`src/include/bag_pkg.sv`:
```
// Shared constants and types of the branch and operand address generator.
// Assumes a 16-bit program counter and 16-bit register pairs.
package bag_pkg;

    // ****************************************
    // Branch commands
    // ****************************************
    typedef enum logic [2:0] {
        BR_VIA_PAIR   = 3'b000,
        BR_VIA_WACC   = 3'b001,
        BR_ABSOLUTE   = 3'b010,
        BR_SHORT_PAGE = 3'b011,
        BR_DIRECT     = 3'b100,
        BR_SHORT_REL  = 3'b101,
        BR_LONG_REL   = 3'b110,
        BR_NONE       = 3'b111
    } bag_br_e;

    // ****************************************
    // Operand classes
    // ****************************************
    typedef enum logic [3:0] {
        CL_R   = 4'h0, CL_R1  = 4'h1, CL_R2  = 4'h2,
        CL_SR  = 4'h3, CL_SR1 = 4'h4, CL_SR2 = 4'h5,
        CL_SR3 = 4'h6, CL_SR4 = 4'h7,
        CL_RP  = 4'h8, CL_RP1 = 4'h9, CL_RP2 = 4'ha,
        CL_RP3 = 4'hb, CL_IRF = 4'hc
    } bag_cls_e;

    typedef enum logic [1:0] {
        IC_PLAIN = 2'b00,
        IC_NARROW = 2'b01,
        IC_BYTE = 2'b10,
        IC_WORD = 2'b11
    } bag_icls_e;

    // Kind of selected operand
    localparam logic [1:0] KIND_REG8  = 2'h0;
    localparam logic [1:0] KIND_SPEC  = 2'h1;
    localparam logic [1:0] KIND_PAIR  = 2'h2;
    localparam logic [1:0] KIND_FLAG  = 2'h3;

    // Pair identifiers
    localparam logic [2:0] PR_SP   = 3'h0;
    localparam logic [2:0] PR_ONE  = 3'h1;
    localparam logic [2:0] PR_TWO  = 3'h2;
    localparam logic [2:0] PR_THR  = 3'h3;
    localparam logic [2:0] PR_VA   = 3'h4;
    localparam logic [2:0] PR_WACC = 3'h5;

    // Byte register identifiers
    localparam logic [5:0] R8_V    = 6'h00;
    localparam logic [5:0] R8_A    = 6'h01;
    localparam logic [5:0] R8_EAH  = 6'h08;

    // Special register layout in the unified list
    localparam logic [5:0] SR_CNT   = 6'h17;
    localparam logic [5:0] SR2_CNT  = 6'h0b;
    localparam logic [5:0] SR1_CNT  = 6'h10;
    localparam logic [5:0] SR_SHARE = 6'h09;
    localparam logic [5:0] SR_EOM   = 6'h0a;
    localparam logic [5:0] SR_TMM   = 6'h0c;
    localparam logic [5:0] SR_RXB   = 6'h17;
    localparam logic [5:0] SR_ETM0  = 6'h1c;
    localparam logic [5:0] SR_ECNT  = 6'h1e;
    localparam logic [5:0] IRF_CNT  = 6'h12;

    // Indirect modes
    typedef enum logic [2:0] {
        AM_PLAIN = 3'b000, AM_INC  = 3'b001, AM_DEC  = 3'b010,
        AM_INC2  = 3'b011, AM_DISP = 3'b100, AM_IDXA = 3'b101,
        AM_IDXB  = 3'b110, AM_IDXW = 3'b111
    } bag_am_e;

    localparam logic [15:0] STEP_ONE = 16'h0001;
    localparam logic [15:0] STEP_TWO = 16'h0002;
    localparam logic [15:0] PC_RESET = 16'h0000;

    // Direct branch sequencer
    typedef enum logic [1:0] {
        DS_IDLE = 2'b00,
        DS_LOW  = 2'b01,
        DS_HIGH = 2'b10
    } bag_ds_e;

endpackage
```
`src/hdl/bag_core.sv`:
```
// Program counter and operand address generation of the core.
// Assumes decoder, pair values and table reads are all on I_CLK.
`timescale 1ns/10ps
`default_nettype none

module bag_core
    import bag_pkg::*;
#(
    parameter logic [15:0] TABLE_BASE = 16'h0080,
    parameter logic [4:0]  CALL_PAGE  = 5'h01
) (
    // Clock and reset
    input  wire logic        I_CLK,
    input  wire logic        I_RST,
    // Fetch and branch requests
    input  wire logic        i_fetch,
    input  wire logic        i_br_go,
    input  wire logic [2:0]  i_br_cmd,
    input  wire logic [7:0]  i_opc1,
    input  wire logic [7:0]  i_opc2,
    input  wire logic [7:0]  i_opc3,
    // Register values
    input  wire logic [15:0] i_sp,
    input  wire logic [15:0] i_pair_one,
    input  wire logic [15:0] i_pair_two,
    input  wire logic [15:0] i_pair_three,
    input  wire logic [15:0] i_wide_acc,
    input  wire logic [7:0]  i_acc,
    input  wire logic [7:0]  i_breg,
    // Branch table read
    input  wire logic [7:0]  i_tbl_data,
    input  wire logic        i_tbl_valid,
    // Register operand request
    input  wire logic        i_reg_go,
    input  wire logic [3:0]  i_reg_class,
    input  wire logic [5:0]  i_reg_spec,
    // Indirect operand request
    input  wire logic        i_ind_go,
    input  wire logic [1:0]  i_ind_class,
    input  wire logic [3:0]  i_ind_spec,
    input  wire logic [7:0]  i_ind_disp,
    // Program counter and branch table read
    output logic [15:0]      O_PC,
    output logic             O_BUSY,
    output logic [15:0]      O_TBL_ADDR,
    output logic             O_TBL_RD,
    // Register operand answer
    output logic             O_REG_VALID,
    output logic             O_REG_ERR,
    output logic [1:0]       O_REG_KIND,
    output logic [5:0]       O_REG_ID,
    // Indirect operand answer
    output logic             O_OPND_VALID,
    output logic             O_OPND_ERR,
    output logic [15:0]      O_OPND_ADDR,
    output logic             O_WB_EN,
    output logic [2:0]       O_WB_SEL,
    output logic [15:0]      O_WB_DATA
);

    // ****************************************
    // Functions
    // ****************************************

    function automatic logic [15:0] sext(input logic [8:0] v, input logic [3:0] sb);
        logic [15:0] r;
        r = 16'h0000;
        for (int k = 0; k < 16; k++) begin
            r[k] = (k <= int'(sb)) ? v[k > 8 ? 8 : k] : v[sb];
        end
        return r;
    endfunction

    // {legal, kind, id}
    function automatic logic [8:0] reg_map(input logic [3:0] c, input logic [5:0] s);
        logic       ok;
        logic [1:0] kd;
        logic [5:0] id;
        ok = 1'b0;
        kd = KIND_REG8;
        id = s;
        case (c)
            CL_R: begin
                ok = (s < 6'h08);
            end
            CL_R1: begin
                ok = (s < 6'h08);
                if (s < 6'h02) begin
                    id = R8_EAH + s;
                end
            end
            CL_R2: begin
                ok = (s < 6'h03);
                id = R8_A + s;
            end
            CL_SR: begin
                ok = (s < SR_CNT);
                kd = KIND_SPEC;
            end
            CL_SR1, CL_SR2: begin
                kd = KIND_SPEC;
                ok = (s < ((c == CL_SR1) ? SR1_CNT : SR2_CNT));
                if (s == SR_SHARE) begin
                    id = SR_EOM;
                end else if (s == SR_SHARE + 6'h01) begin
                    id = SR_TMM;
                end else if (s > SR_SHARE) begin
                    id = SR_RXB + s - SR2_CNT;
                end
            end
            CL_SR3, CL_SR4: begin
                kd = KIND_SPEC;
                ok = (s < 6'h02);
                id = ((c == CL_SR3) ? SR_ETM0 : SR_ECNT) + s;
            end
            CL_RP, CL_RP2: begin
                kd = KIND_PAIR;
                ok = (s < ((c == CL_RP) ? 6'h04 : 6'h05));
                if (s == 6'h04) begin
                    id = {3'h0, PR_WACC};
                end
            end
            CL_RP1: begin
                kd = KIND_PAIR;
                ok = (s < 6'h05);
                if (s == 6'h00) begin
                    id = {3'h0, PR_VA};
                end else if (s == 6'h04) begin
                    id = {3'h0, PR_WACC};
                end
            end
            CL_RP3: begin
                kd = KIND_PAIR;
                ok = (s < 6'h03);
                id = s + 6'h01;
            end
            CL_IRF: begin
                kd = KIND_FLAG;
                ok = (s < IRF_CNT);
            end
            default: begin
                ok = 1'b0;
            end
        endcase
        return {ok, kd, id};
    endfunction

    // {legal, base pair, mode}
    function automatic logic [6:0] ind_map(input logic [1:0] c, input logic [3:0] s);
        logic       ok;
        logic [2:0] bp;
        logic [2:0] md;
        ok = 1'b1;
        bp = PR_THR;
        md = AM_PLAIN;
        if (c == IC_WORD) begin
            case (s)
                4'h0: bp = PR_TWO;
                4'h1: bp = PR_THR;
                4'h2: {bp, md} = {PR_TWO, AM_INC2};
                4'h3: md = AM_INC2;
                4'h4: {bp, md} = {PR_TWO, AM_DISP};
                4'h5: md = AM_IDXA;
                4'h6: md = AM_IDXB;
                4'h7: md = AM_IDXW;
                4'h8: md = AM_DISP;
                default: ok = 1'b0;
            endcase
        end else begin
            case (s)
                4'h0: bp = PR_ONE;
                4'h1: bp = PR_TWO;
                4'h2: bp = PR_THR;
                4'h3: {bp, md} = {PR_TWO, AM_INC};
                4'h4: md = AM_INC;
                4'h5: {bp, md} = {PR_TWO, AM_DEC};
                4'h6: md = AM_DEC;
                4'h7: {bp, md} = {PR_TWO, AM_DISP};
                4'h8: md = AM_IDXA;
                4'h9: md = AM_IDXB;
                4'ha: md = AM_IDXW;
                4'hb: md = AM_DISP;
                default: ok = 1'b0;
            endcase
            if (c == IC_NARROW && s > 4'h2) begin
                ok = 1'b0;
            end
            if (c == IC_PLAIN && s > 4'h6) begin
                ok = 1'b0;
            end
        end
        return {ok, bp, md};
    endfunction

    // ****************************************
    // Branch target
    // ****************************************

    logic [15:0] br_tgt;
    always_comb begin
        br_tgt = O_PC;
        case (bag_br_e'(i_br_cmd))
            BR_VIA_PAIR:   br_tgt = i_pair_one;
            BR_VIA_WACC:   br_tgt = i_wide_acc;
            BR_ABSOLUTE:   br_tgt = {i_opc3, i_opc2};
            BR_SHORT_PAGE: br_tgt = {CALL_PAGE, i_opc1[2:0], i_opc2};
            BR_SHORT_REL:  br_tgt = O_PC + sext({3'h0, i_opc1[5:0]}, 4'h5);
            BR_LONG_REL:   br_tgt = O_PC + sext({i_opc1[0], i_opc2}, 4'h8);
            default:       br_tgt = O_PC;
        endcase
    end

    // ****************************************
    // Direct branch sequencer
    // ****************************************

    // Counter held while the table is read, so no fetch may slip in
    bag_ds_e    ds_q;
    logic [7:0] lo_q;
    logic       dir_go;
    assign dir_go = i_br_go && (bag_br_e'(i_br_cmd) == BR_DIRECT) && (ds_q == DS_IDLE);

    always_ff @(posedge I_CLK or posedge I_RST) begin
        if (I_RST) begin
            ds_q       <= DS_IDLE;
            lo_q       <= 8'h00;
            O_TBL_ADDR <= 16'h0000;
            O_TBL_RD   <= 1'b0;
        end else begin
            O_TBL_RD <= 1'b0;
            case (ds_q)
                DS_IDLE: begin
                    if (dir_go) begin
                        O_TBL_ADDR <= TABLE_BASE + {10'h000, i_opc1[4:0], 1'b0};
                        O_TBL_RD   <= 1'b1;
                        ds_q       <= DS_LOW;
                    end
                end
                DS_LOW: begin
                    if (i_tbl_valid) begin
                        lo_q       <= i_tbl_data;
                        O_TBL_ADDR <= O_TBL_ADDR + STEP_ONE;
                        O_TBL_RD   <= 1'b1;
                        ds_q       <= DS_HIGH;
                    end
                end
                DS_HIGH: begin
                    if (i_tbl_valid) begin
                        ds_q <= DS_IDLE;
                    end
                end
                default: ds_q <= DS_IDLE;
            endcase
        end
    end

    // ****************************************
    // Program counter
    // ****************************************

    always_ff @(posedge I_CLK or posedge I_RST) begin
        if (I_RST) begin
            O_PC   <= PC_RESET;
            O_BUSY <= 1'b0;
        end else begin
            O_BUSY <= (ds_q != DS_IDLE && !(ds_q == DS_HIGH && i_tbl_valid)) || dir_go;
            if (ds_q == DS_HIGH && i_tbl_valid) begin
                O_PC <= {i_tbl_data, lo_q};
            end else if (ds_q != DS_IDLE || dir_go) begin
                O_PC <= O_PC;
            end else if (i_br_go && bag_br_e'(i_br_cmd) != BR_NONE) begin
                O_PC <= br_tgt;
            end else if (i_fetch) begin
                O_PC <= O_PC + STEP_ONE;
            end
        end
    end

    // ****************************************
    // Register operand select
    // ****************************************

    logic [8:0] rmap;
    assign rmap = reg_map(i_reg_class, i_reg_spec);

    always_ff @(posedge I_CLK or posedge I_RST) begin
        if (I_RST) begin
            O_REG_VALID <= 1'b0;
            O_REG_ERR   <= 1'b0;
            O_REG_KIND  <= KIND_REG8;
            O_REG_ID    <= R8_V;
        end else begin
            O_REG_VALID <= i_reg_go && rmap[8];
            O_REG_ERR   <= i_reg_go && !rmap[8];
            if (i_reg_go) begin
                O_REG_KIND <= rmap[7:6];
                O_REG_ID   <= rmap[5:0];
            end
        end
    end

    // ****************************************
    // Indirect operand address
    // ****************************************

    // Write-back lags the address by one cycle so the access uses the old pair
    logic [6:0]  imap;
    logic [15:0] ibase;
    logic [15:0] iofs;
    logic        wb_pend_q;
    logic [2:0]  wb_sel_q;
    logic [15:0] wb_val_q;
    assign imap = ind_map(i_ind_class, i_ind_spec);

    always_comb begin
        case (imap[5:3])
            PR_ONE:  ibase = i_pair_one;
            PR_TWO:  ibase = i_pair_two;
            default: ibase = i_pair_three;
        endcase
        case (bag_am_e'(imap[2:0]))
            AM_DISP: iofs = {8'h00, i_ind_disp};
            AM_IDXA: iofs = {8'h00, i_acc};
            AM_IDXB: iofs = {8'h00, i_breg};
            AM_IDXW: iofs = i_wide_acc;
            default: iofs = 16'h0000;
        endcase
    end

    always_ff @(posedge I_CLK or posedge I_RST) begin
        if (I_RST) begin
            O_OPND_VALID <= 1'b0;
            O_OPND_ERR   <= 1'b0;
            O_OPND_ADDR  <= 16'h0000;
            wb_pend_q    <= 1'b0;
            wb_sel_q     <= PR_SP;
            wb_val_q     <= 16'h0000;
        end else begin
            O_OPND_VALID <= i_ind_go && imap[6];
            O_OPND_ERR   <= i_ind_go && !imap[6];
            wb_pend_q    <= 1'b0;
            if (i_ind_go && imap[6]) begin
                O_OPND_ADDR <= ibase + iofs;
                wb_sel_q    <= imap[5:3];
                case (bag_am_e'(imap[2:0]))
                    AM_INC: begin
                        wb_pend_q <= 1'b1;
                        wb_val_q  <= ibase + STEP_ONE;
                    end
                    AM_DEC: begin
                        wb_pend_q <= 1'b1;
                        wb_val_q  <= ibase - STEP_ONE;
                    end
                    AM_INC2: begin
                        wb_pend_q <= 1'b1;
                        wb_val_q  <= ibase + STEP_TWO;
                    end
                    default: wb_val_q <= ibase;
                endcase
            end
        end
    end

    always_ff @(posedge I_CLK or posedge I_RST) begin
        if (I_RST) begin
            O_WB_EN   <= 1'b0;
            O_WB_SEL  <= PR_SP;
            O_WB_DATA <= 16'h0000;
        end else begin
            O_WB_EN <= wb_pend_q;
            if (wb_pend_q) begin
                O_WB_SEL  <= wb_sel_q;
                O_WB_DATA <= wb_val_q;
            end
        end
    end

endmodule

`default_nettype wire

```
`config.mk`:
```
export PLATFORM = sky130hd
export DESIGN_NAME = bag_core
export DESIGN_NICKNAME = d
export VERILOG_FILES = /design/src/include/bag_pkg.sv /design/src/hdl/bag_core.sv
export SDC_FILE = /design/constraint.sdc
export NUM_CORES = 1
export LEC_CHECK = 0
export ABC_AREA = 0
export BUFFER_PORTS_ARGS = -buffer_cell sky130_fd_sc_hd__buf_4
export CORE_AREA = 2 2 142 144
export DETAILED_ROUTE_END_ITERATION = 16
export DIE_AREA = 0 0 144 146
export GPL_ROUTABILITY_DRIVEN = 1
export PLACE_DENSITY_LB_ADDON = 0.3
export SYNTH_ARGS = -nofsm -noshare
export SYNTH_HDL_FRONTEND = slang
export SYNTH_SLANG_ARGS = --single-unit
```
`constraint.sdc`:
```
create_clock -name I_CLK -period 2.8 [get_ports I_CLK]
set_input_delay 0.14 -clock I_CLK [delete_from_list [all_inputs] [get_ports I_CLK]]
set_output_delay 0.14 -clock I_CLK [all_outputs]
set_load 0.005 [all_outputs]
```
==> out/metrics.csv, run 1 <==
stage,metric,value,unit
clocking,Clock Latency Late Sink,0.38,ns
logic_synthesis,"count leader, synth",nand2_1,
logic_synthesis,"top cells by area, synth","dfrtp_1 (29%), ha_1 (8.3%), nand2_1 (5.8%)",
global_route,first-pass GRT wire length,56300,µm
logic_synthesis,top-area cell type share of the netlist area,0.289,
layout,multi-input logic area,7220,µm²
drt,final wirelength,37800,µm
setup_path,startpoint types,input pin,
layout,fin area,14500,µm²
floorplan,core area,19300,µm²
logic_synthesis,most used flip-flop cell after synthesis,dfrtp_1,
timing,setup TNS,-3.72,ns
layout,fin nets,1838,
clocking,H-tree level count,3,
status,status,"finished, violations left",
clocking,TritonCTS clock tree,done,
global_route,initial antenna violation count,0,
logic_synthesis,"area leader, netlist",dfrtp_1,
global_route,gr usage total,0.343,
logic_synthesis,post-synthesis mux area share,0.0429,
setup_path,CP Class,in -> reg,
timing,post-layout min period,3.22,ns
setup_path,critical path launch point,i_ind_class[1],
setup_path,CP peak stage delay,0.36,ns
timing,max_slew headroom,0.459,
global_route,total gr overflow,0,
timing,FMAX,0.310,GHz
global_route,largest net degree at the start of global routing,54,
timing,final hold viol count,0,
power_and_ir_drop,Design Power,7.75,mW
clocking,clk sink count,110,
run,max_cap viols,0,
setup_path,"Req. time, crit path",3.05,ns
floorplan,effective utilization at floorplan,0.493,
logic_synthesis,Avg Inst Size Synth,8.01,µm²
setup_path,CP max stage cell,o41ai_4,
floorplan,die area,21000,µm²
logic_synthesis,Async SR Flop Fraction,1.00,
timing,final setup fails,18,
timing,Worst-Margin Slew,0.804,ns
logic_synthesis,Synth Area in Compound Gates,0.258,
logic_synthesis,Synth Area in Adders,0.0911,
setup_path,sequence of cells on the critical path,buf_8 > nand2_8 > a211oi_4 > nor2_2 > nor2_4 > inv_2 > ha_4 > a221o_1 > nand2_2 > inv_4 > ha_4 > nor2b_4 > o21ai_2 > a21boi_2 > o21bai_1 > a21boi_2 > o41ai_4 > o21ai_2 > xnor2_1 > a221oi_1 > o21ai_1,
logic_synthesis,Synth top cells by count,"nand2_1 (148), dfrtp_1 (110), nor2_1 (103)",
layout,area grow syn2layout,52.1,%
placement,GP Congestion,0.966,
hold_path,min-delay worst type,in -> reg,
timing,setup ws final,-0.423,ns
layout,FILL cells,1448,
layout,layout cells sized above 1,0.416,
global_route,vias in the first global route,10700,
power_and_ir_drop,pwr/cell area,534,nW/µm²
drt,routed len/inst,20.1,µm
timing,period utilization,1.15,
clocking,CTS Buf Count,9,
placement,Area after DPL,13100,µm²
drt,DR vias,11100,
power_and_ir_drop,Static Leak,6.73,nW
timing,unrepaired setup endpoints after global routing,true,
drt,DRT Pass-1 Iters,6,
logic_synthesis,number of synthesized flops with an enable pin,0,
setup_path,worst-path fanout max,6,
layout,register area,2750,µm²
logic_synthesis,Synthesized Nets,1420,
placement,pre-CTS setup slack,-0.997,ns
hold_path,hold_sp,i_tbl_data[6],
logic_synthesis,Synth Register Bits,110,
logic_synthesis,main combinational cell family by area after synthesis,compound AO/OA/AOI/OAI gates,
floorplan,num rows,51,
drt,Residual DRC,0,
logic_synthesis,Yosys warnings,0,
logic_synthesis,Synth Cell Area,9540,µm²
layout,Antenna diodes,0,
timing,max-slew violations,0,
floorplan,I/O Pins,244,
logic_synthesis,Synth Area in XOR/XNOR,0.0660,
logic_synthesis,simple-gate share of the synthesized area,0.205,
placement,Port Buffer Count,224,
drt,DR vias/cell,5.92,
clocking,"Clk pin slew, worst setup/hold paths",0.08,ns
drt,Final ANT Viol Nets,0,
logic_synthesis,cell count after synthesis,1191,
status,failing checks,setup timing,
logic_synthesis,sequential area share after synthesis,0.289,
setup_path,reg-to-reg startpoint,O_PC[1]$_DFFE_PP0P_,
floorplan,die width,144,µm
clocking,deepest clock path buffer count,2,
drt,Iteration-0 DRC Markers,1052,
setup_path,Arrival @ worst endpoint,3.47,ns
setup_path,Critical Path End Type,register,
floorplan,die height,146,µm
power_and_ir_drop,Peak supply drop,0.482,mV
clocking,clock root cell,clkbuf_16,
placement,post-DP HPWL,28400,µm
timing,Worst Skew,0.0104,ns
logic_synthesis,Yosys cell types,81,
==> placed cells by master (no fill, tap or decap), drive strengths merged, types with 7 or more instances in the layout <==
master / Yosys / final
nand2b: 16 / 16
nor2: 106 / 106
o221ai: 7 / 7
o21a: 11 / 11
buf: 14 / 463
nor3: 25 / 25
a221o: 10 / 10
a21oi: 103 / 103
mux2: 31 / 31
o22ai: 13 / 13
a222oi: 8 / 8
o21ai: 112 / 112
a221oi: 10 / 10
inv: 52 / 54
nor2b: 24 / 24
xnor2: 45 / 45
a211oi: 10 / 10
a31oi: 9 / 9
dfrtp: 110 / 110
ha: 63 / 63
a22oi: 24 / 24
and3: 8 / 8
nand2: 148 / 148
nand3: 34 / 34
a21o: 17 / 17
or3: 9 / 9
and2: 16 / 16
xor2: 26 / 26
clkbuf: 43 / 9
==> per-layer routing <==
metal,vias to the layer above,GRT usage,part of all wire
li1,5125,-,-
met1,5245,0.433,0.39
met2,613,0.561,0.47
met3,138,0.0681,0.087
met4,0,0.162,0.053
met5,-,0,0
==> power by group <==
part / internal, mW / switching, mW
Clock: 0.645 / 0.714
Combinational: 2.12 / 1.93
Sequential: 2.00 / 0.343
==> final timing paths <==
check | end | slack, ns | cells after the start
max reg2reg | O_PC[15]$_DFFE_PP0P_ | 0.02 | 13
min in group asynchronous | O_OPND_ADDR[12]$_DFFE_PP0P_ | 0.46 | 3
max in group asynchronous | wb_sel_q[1]$_DFFE_PP0P_ | 1.57 | 4
min reg2reg | wb_val_q[11]$_DFFE_PP0P_ | 0.48 | 2
min | lo_q[6]$_DFFE_PP0P_ | 0.004 | 2
max | wb_val_q[12]$_DFFE_PP0P_ | -0.42 | 21
==> through the flow <==
step	utilization	hold slack [ns]	instances
finish	0.750	0.00365	1879
global route	0.750	0.0110	1879
CTS	0.733	0.00354	1873
detailed placement	0.676	0.325	1816
global placement	0.676	0.314	1816
floorplan	-	0.248	1191
==> critical path, delay by kind of cell <==
| family | cells | cell delay (ns) |
|---|---|---|
| xor+xnor | 1 | 0.16 |
| buf+inv | 3 | 0.20 |
| simple gates | 5 | 0.56 |
| fa+ha+maj | 2 | 0.39 |
| compound gates | 10 | 2.00 |
==> cells by family after synthesis <==
| logic type | count (synthesis) |
|---|---|
| XOR/XNOR | 71 |
| adder cells (fa/ha/maj) | 67 |
| buffers and inverters | 110 |
| flip-flops | 110 |
| other | 1 |
| multiplexers | 37 |
| AO/OA/AOI/OAI | 381 |
| AND/OR/NAND/NOR | 414 |
==> state kept, by name (all words and copies together), names as in the netlist <==
signal and cells:
O_WB_DATA 16, O_WB_SEL 2, O_REG_ERR 1, O_TBL_RD 1, wb_pend_q 1, wb_sel_q 2
O_OPND_VALID 1, O_BUSY 1, O_WB_EN 1, ds_q 2, O_TBL_ADDR 16, O_OPND_ADDR 16
O_REG_KIND 2, O_REG_ID 6, O_OPND_ERR 1, wb_val_q 16, O_PC 16, O_REG_VALID 1
lo_q 8
==> repair_timing <==
action                                 in CTS  in global routing
endpoints found under the hold margin      35                  0
buffers inserted                           40                 14
hold buffers                                1                  0
setup endpoints to repair                  28                 33
resized for setup                         100                 65
pin swaps                                  78                 73
==> area by class of cell <==
cell class,count,share of cell area
well taps,265,0.0229
clock inverters,7,0.00595
repair buffers,464,0.253
inverters,53,0.0153
multi-input cells,971,0.498
flip-flops and latches,110,0.190
clock buffers,9,0.0155
Note: power is estimated with default switching activity, not from simulation.
==> run 2, diff against run 1 <==
ABC_AREA = not set   (was 0)
REMOVE_ABC_BUFFERS = 1   (was not set)
==> out/metrics.csv, run 2 (synthesized netlist as in run 1, its figures left out) <==
stage,metric,value,unit,change
drt,DR vias,11700,,was 11.1k
status,failing checks,setup timing,,unchanged
clocking,clock root cell,clkbuf_16,,unchanged
setup_path,CP peak stage delay,0.52,ns,was 0.36 ns
power_and_ir_drop,Peak supply drop,0.501,mV,was 0.482 mV
drt,routed len/inst,20.7,µm,was 20.1 µm
layout,most frequent cells in the layout,"buf_4 (450), nand2_1 (140), dfrtp_1 (110), nor2_1 (96), a21oi_1 (79)",,"was buf_4 (431), nand2_1 (139), dfrtp_1 (110), nor2_1 (97), a21oi_1 (83)"
clocking,"Clk pin slew, worst setup/hold paths",0.09,ns,was 0.08 ns
drt,Residual DRC,0,,unchanged
timing,Worst Skew,0.0121,ns,was 0.0104 ns
status,status,"finished, violations left",,unchanged
floorplan,I/O Pins,244,,unchanged
timing,unrepaired setup endpoints after global routing,true,,unchanged
setup_path,CP Class,in -> reg,,unchanged
power_and_ir_drop,Static Leak,6.83,nW,was 6.73 nW
floorplan,die area,21000,µm²,unchanged
global_route,largest net degree at the start of global routing,58,,was 54
setup_path,critical path launch point,i_ind_class[1],,unchanged
global_route,vias in the first global route,10900,,was 10.7k
layout,layout cells sized above 1,0.431,,was 0.416
timing,max-slew violations,0,,unchanged
layout,fin nets,1852,,"was 1,838"
drt,Iteration-0 DRC Markers,1154,,"was 1,052"
global_route,initial antenna violation count,0,,unchanged
setup_path,Critical Path End Type,register,,unchanged
hold_path,Hold EP,lo_q[2]$_DFFE_PP0P_,,was lo_q[6]$_DFFE_PP0P_
timing,final hold viol count,0,,unchanged
hold_path,min-delay worst type,in -> reg,,unchanged
setup_path,"Req. time, crit path",3.09,ns,was 3.05 ns
setup_path,CP dominant cell by count,buf_4,,
timing,final setup fails,29,,was 18
hold_path,hold path cells,2,,unchanged
layout,"commonest non-fill, non-tap cell in the layout",buf_4,,unchanged
clocking,CTS Buf Count,9,,unchanged
global_route,total gr overflow,0,,unchanged
timing,Fin Hold WS,0.00173,ns,was 0.00365 ns
setup_path,r2r worst-path depth,15,,was 13
floorplan,die height,146,µm,unchanged
global_route,first-pass GRT wire length,57100,µm,"was 56,300 µm"
setup_path,startpoint types,input pin,,unchanged
placement,Port Buffer Count,224,,unchanged
floorplan,die width,144,µm,unchanged
setup_path,Arrival @ worst endpoint,3.61,ns,was 3.47 ns
floorplan,effective utilization at floorplan,0.493,,unchanged
timing,max_slew headroom,0.242,,was 0.459
setup_path,reg-to-reg startpoint,O_PC[1]$_DFFE_PP0P_,,unchanged
setup_path,sequence of cells on the critical path,buf_6 > nand2_4 > nand2b_4 > nor4_4 > buf_4 > inv_2 > ha_4 > buf_6 > a221o_1 > o21ai_2 > buf_4 > buf_4 > buf_4 > buf_4 > nor3_4 > nand2_2 > nor3_4 > nand2_1 > or4_1 > a21oi_1 > a221oi_2 > o21ai_1,,was buf_8 > nand2_8 > a211oi_4 > nor2_2 > nor2_4 > inv_2 > ha_4 > a221o_1 > nand2_2 > inv_4 > ha_4 > nor2b_4 > o21ai_2 > a21boi_2 > o21bai_1 > a21boi_2 > o41ai_4 > o21ai_2 > xnor2_1 > a221oi_1 > o21ai_1
run,max_cap viols,0,,unchanged
clocking,deepest clock path buffer count,2,,unchanged
drt,DR vias/cell,6.18,,was 5.92
clocking,TritonCTS clock tree,done,,unchanged
setup_path,FF-to-FF End,O_PC[11]$_DFFE_PP0P_,,was O_PC[15]$_DFFE_PP0P_
timing,setup ws final,-0.524,ns,was -0.423 ns
timing,Worst-Margin Slew,1.14,ns,was 0.804 ns
placement,pre-CTS setup slack,-1.14,ns,was -0.997 ns
timing,FMAX,0.301,GHz,was 0.310 GHz
floorplan,core area,19300,µm²,unchanged
drt,DRT Pass-1 Iters,6,,unchanged
hold_path,hold_sp,i_tbl_data[2],,was i_tbl_data[6]
placement,GP Congestion,0.946,,was 0.966
drt,Final ANT Viol Nets,0,,unchanged
power_and_ir_drop,pwr/cell area,537,nW/µm²,was 534 nW/µm²
placement,post-DP HPWL,26000,µm,"was 28,400 µm"
global_route,gr usage total,0.342,,was 0.343
timing,post-layout min period,3.32,ns,was 3.22 ns
drt,final wirelength,39100,µm,"was 37,800 µm"
floorplan,num rows,51,,unchanged
setup_path,R2R setup slack,-0.19,ns,was 0.02 ns
layout,area grow syn2layout,53.7,%,was 52.1%
clocking,Clock Latency Late Sink,0.38,ns,about the same
setup_path,CP max stage cell,or4_1,,was o41ai_4
clocking,H-tree level count,3,,unchanged
timing,period utilization,1.19,,was 1.15
layout,Antenna diodes,0,,unchanged
setup_path,worst-path fanout max,6,,unchanged
clocking,clk sink count,110,,unchanged
## run 2: changes by cell type in the layout (fill, tap and decap cells not counted), moves of 3 or more
cell and delta:
xnor2_2 +5, inv_2 +3, clkinv_8 -3, xnor2_1 -5, buf_4 +19, nor2b_4 +3
a21oi_1 -4, buf_6 -6, a21oi_2 +3
## run 2: layer usage
layer / global-route usage / vias to the layer above / part of all wire
met4: 0.141 / 0 / 0.058
met5: 0 / - / 0
li1: - / 5159 / -
met1: 0.451 / 5534 / 0.39
met2: 0.570 / 795 / 0.47
met3: 0.0352 / 202 / 0.082
## run 2: final cells by class
class	instances	area, µm²
fill	1283	4680
inverter	53	208
clock inverter	6	51.3
clock buffer	10	239
sequential	110	2750
timing repair buffer	478	3740
multi-input combinational	971	7330
tap	265	332
## run 2: per-stage QoR
stage / setup TNS (ns) / area [µm²] / util / cells / total power, mW
floorplan: -47.71 / 9280 / - / 1134 / 4.01
global placement: -24.17 / 12700 / 0.659 / 1810 / 5.60
detailed placement: -25.69 / 12700 / 0.659 / 1810 / 5.69
CTS: -2.98 / 14000 / 0.727 / 1876 / 7.38
global route: -9.92 / 14700 / 0.758 / 1893 / 8.29
finish: -7.09 / 14700 / 0.758 / 1893 / 7.87
## run 2: worst max-delay path by stage
stage | slack [ns] | depth (start not counted) | endpoint
after floorplan | -1.16 | 19 | wb_val_q[14]$_DFFE_PP0P_
after global placement | -1.03 | 23 | wb_val_q[13]$_DFFE_PP0P_
after detailed placement | -1.14 | 23 | wb_val_q[13]$_DFFE_PP0P_
after CTS | -0.39 | 22 | wb_val_q[13]$_DFFE_PP0P_
after global routing | -0.62 | 24 | wb_val_q[11]$_DFFE_PP0P_
final | -0.52 | 22 | wb_val_q[12]$_DFFE_PP0P_
## run 2: critical path, delay by kind of cell
family,cells,cell delay (ns)
fa+ha+maj,1,0.27
simple gates,8,1.54
compound gates,5,0.69
buf+inv,8,0.97
## run 2: report_power, final
group / switching [mW] / internal, mW
Sequential: 0.346 / 2.00
Combinational: 1.99 / 2.21
Clock: 0.674 / 0.645
## run 2: what timing repair did
action                                  in CTS  in global routing
endpoints found under the setup margin      31                 34
endpoints found under the hold margin       54                  0
pin swaps                                   81                 62
resized for setup                          140                102
hold buffers                                 2                  0
cloned                                       0                  0
setup buffers                               50                 18
==> run 3, diff against run 2 <==
CELL_PAD_IN_SITES_DETAIL_PLACEMENT = 1   (was not set)
CELL_PAD_IN_SITES_GLOBAL_PLACEMENT = 2   (was not set)
CORE_AREA = 2 2 188 190   (was 2 2 142 144)
DIE_AREA = 0 0 190 192   (was 0 0 144 146)
==> out/metrics.csv, run 3 (synthesized netlist as in run 1, its figures left out) <==
stage,metric,value,unit,change
floorplan,num rows,68,,was 51
status,status,"finished, violations left",,unchanged
clocking,clk sink count,110,,unchanged
clocking,TritonCTS clock tree,done,,unchanged
status,failing checks,setup timing,,unchanged
floorplan,die area,36500,µm²,"was 21,000 µm²"
run,max_cap viols,0,,unchanged
layout,most frequent cells in the layout,"buf_4 (454), nand2_1 (137), dfrtp_1 (110), nor2_1 (95), a21oi_1 (80)",,"was buf_4 (450), nand2_1 (140), dfrtp_1 (110), nor2_1 (96), a21oi_1 (79)"
global_route,gr usage total,0.229,,was 0.342
clocking,CTS Buf Count,9,,unchanged
floorplan,I/O Pins,244,,unchanged
clocking,Clock Latency Late Sink,0.39,ns,was 0.38 ns
floorplan,die height,192,µm,was 146 µm
layout,Antenna diodes,0,,unchanged
timing,max_slew headroom,0.316,,was 0.242
power_and_ir_drop,Static Leak,6.97,nW,was 6.83 nW
timing,unrepaired setup endpoints after global routing,true,,unchanged
power_and_ir_drop,pwr/cell area,530,nW/µm²,was 537 nW/µm²
drt,Residual DRC,0,,unchanged
setup_path,startpoint types,input pin,,unchanged
timing,Fin Hold WS,0.0613,ns,was 0.00173 ns
power_and_ir_drop,P_sw,3.16,mW,was 3.01 mW
clocking,H-tree level count,3,,unchanged
drt,final wirelength,43600,µm,"was 39,100 µm"
placement,Port Buffer Count,224,,unchanged
drt,DR vias,10900,,was 11.7k
timing,setup ws final,-0.436,ns,was -0.524 ns
global_route,vias in the first global route,11400,,was 10.9k
setup_path,worst-path fanout max,6,,unchanged
timing,Worst-Margin Slew,1.03,ns,was 1.14 ns
setup_path,CP Class,in -> reg,,unchanged
clocking,clock root cell,clkbuf_16,,unchanged
drt,routed len/inst,20.7,µm,about the same
timing,Worst Skew,0.00670,ns,was 0.0121 ns
setup_path,R2R setup slack,-0.13,ns,was -0.19 ns
drt,max layer used,met4,,unchanged
global_route,largest net degree at the start of global routing,57,,was 58
global_route,initial antenna violation count,0,,unchanged
drt,Final ANT Viol Nets,0,,unchanged
layout,register area,2750,µm²,unchanged
timing,post-layout min period,3.24,ns,was 3.32 ns
drt,met2 WL post-DR,22000,µm,"was 18,300 µm"
floorplan,die width,190,µm,was 144 µm
drt,Iteration-0 DRC Markers,546,,"was 1,154"
power_and_ir_drop,register share of total power,0.287,,was 0.298
clocking,"Clk pin slew, worst setup/hold paths",0.09,ns,about the same
floorplan,core area,34300,µm²,"was 19,300 µm²"
timing,final setup fails,23,,was 29
layout,layout cells sized above 1,0.449,,was 0.431
drt,M1 WL,18800,µm,"was 15,300 µm"
drt,DRT Pass-1 Iters,5,,was 6
placement,pre-CTS setup slack,-1.29,ns,was -1.14 ns
power_and_ir_drop,switch share,0.386,,was 0.382
clocking,deepest clock path buffer count,2,,unchanged
setup_path,Arrival @ worst endpoint,3.57,ns,was 3.61 ns
global_route,total gr overflow,0,,unchanged
placement,GP Congestion,0.871,,was 0.946
hold_path,min-delay worst type,in -> reg,,unchanged
setup_path,"Req. time, crit path",3.14,ns,was 3.09 ns
global_route,first-pass GRT wire length,64200,µm,"was 57,100 µm"
power_and_ir_drop,Clk pwr share,0.170,,was 0.168
layout,fin nets,1876,,"was 1,852"
drt,DR vias/cell,5.17,,was 6.18
power_and_ir_drop,Cell Int Power,5.03,mW,was 4.86 mW
timing,final hold viol count,0,,unchanged
layout,FILL cells,4044,,"was 1,283"
placement,post-DP HPWL,33200,µm,"was 26,000 µm"
timing,max-slew violations,0,,unchanged
layout,area grow syn2layout,61.8,%,was 53.7%
setup_path,Critical Path End Type,register,,unchanged
drt,met3 wire len,1600,µm,was 3190 µm
floorplan,effective utilization at floorplan,0.278,,was 0.493
power_and_ir_drop,Comb pwr share,0.543,,was 0.534
layout,"commonest non-fill, non-tap cell in the layout",buf_4,,unchanged
timing,period utilization,1.16,,was 1.19
layout,multi-input logic area,7610,µm²,was 7330 µm²
timing,FMAX,0.309,GHz,was 0.301 GHz
power_and_ir_drop,Peak supply drop,0.369,mV,was 0.501 mV
[run 3: worst max-delay path: stages]
cell	delay (ns)
buf_8	0.10
a211oi_2	0.20
nor2_1	0.09
nor2_2	0.13
buf_6	0.12
ha_4	0.22
buf_6	0.14
a221o_1	0.29
nand2_2	0.09
inv_2	0.05
ha_4	0.22
nor2b_4	0.13
o21ai_2	0.16
a21boi_2	0.08
o21bai_1	0.18
a21boi_2	0.09
o41ai_2	0.36
o21ai_2	0.11
a211oi_2	0.23
a21oi_1	0.07
o221ai_1	0.19
o21a_1	0.15
[run 3: power groups by stage]
stage | registers (mW) | clock network, mW | logic, mW
after floorplan | 2.34 | 0 | 1.67
after global placement | 2.36 | 0 | 3.53
after detailed placement | 2.37 | 0 | 3.60
after CTS | 2.35 | 1.43 | 3.93
after global routing | 2.42 | 1.47 | 4.84
final | 2.35 | 1.39 | 4.44
[run 3: cell type report]
cell class,instances,share of cell area
multi-input combinational,971,0.493
timing repair buffer,502,0.259
sequential,110,0.178
tap,455,0.0369
clock buffer,9,0.0146
inverter,53,0.0135
clock inverter,7,0.00470
[run 3: per-stage QoR]
step	cells	total power, mW	utilization	setup TNS, ns	instance area [µm²]
2_1_floorplan	1134	4.01	-	-47.71	9280
3_3_place_gp	2019	5.88	0.382	-27.73	13100
3_5_place_dp	2019	5.97	0.382	-31.01	13100
4_1_cts	2083	7.71	0.420	-4.55	14400
5_1_grt	2107	8.73	0.450	-9.35	15400
6_report	2107	8.19	0.450	-5.13	15400
[run 3: layer usage]
layer | track usage | vias up
li1 | - | 5199
met1 | 0.288 | 5437
met2 | 0.405 | 220
met3 | 0.0292 | 47
met4 | 0.0778 | 0
met5 | 0 | -
[run 3: path summary, 6_finish.rpt]
check | from | to | cells past startpoint
worst max-delay path | i_ind_spec[2] | wb_val_q[14]$_DFFE_PP0P_ | 22
worst min-delay path | i_reg_go | O_REG_ERR$_DFF_PP0_ | 3
worst max register to register | O_PC[1]$_DFFE_PP0P_ | O_PC[15]$_DFFE_PP0P_ | 12
worst min register to register | wb_val_q[5]$_DFFE_PP0P_ | wb_val_q[5]$_DFFE_PP0P_ | 2
max in group asynchronous | I_RST | O_OPND_ADDR[1]$_DFFE_PP0P_ | 4
min in group asynchronous | I_RST | O_TBL_ADDR[15]$_DFFE_PP0P_ | 3
[run 3: repair_timing]
action / CTS / global route
pin swaps: 66 / 124
hold buffers: 11 / 0
cloned: 1 / 0
hold endpoints to repair: 56 / 0
resized for setup: 133 / 177
buffers inserted: 37 / 32
endpoints found under the setup margin: 33 / 33
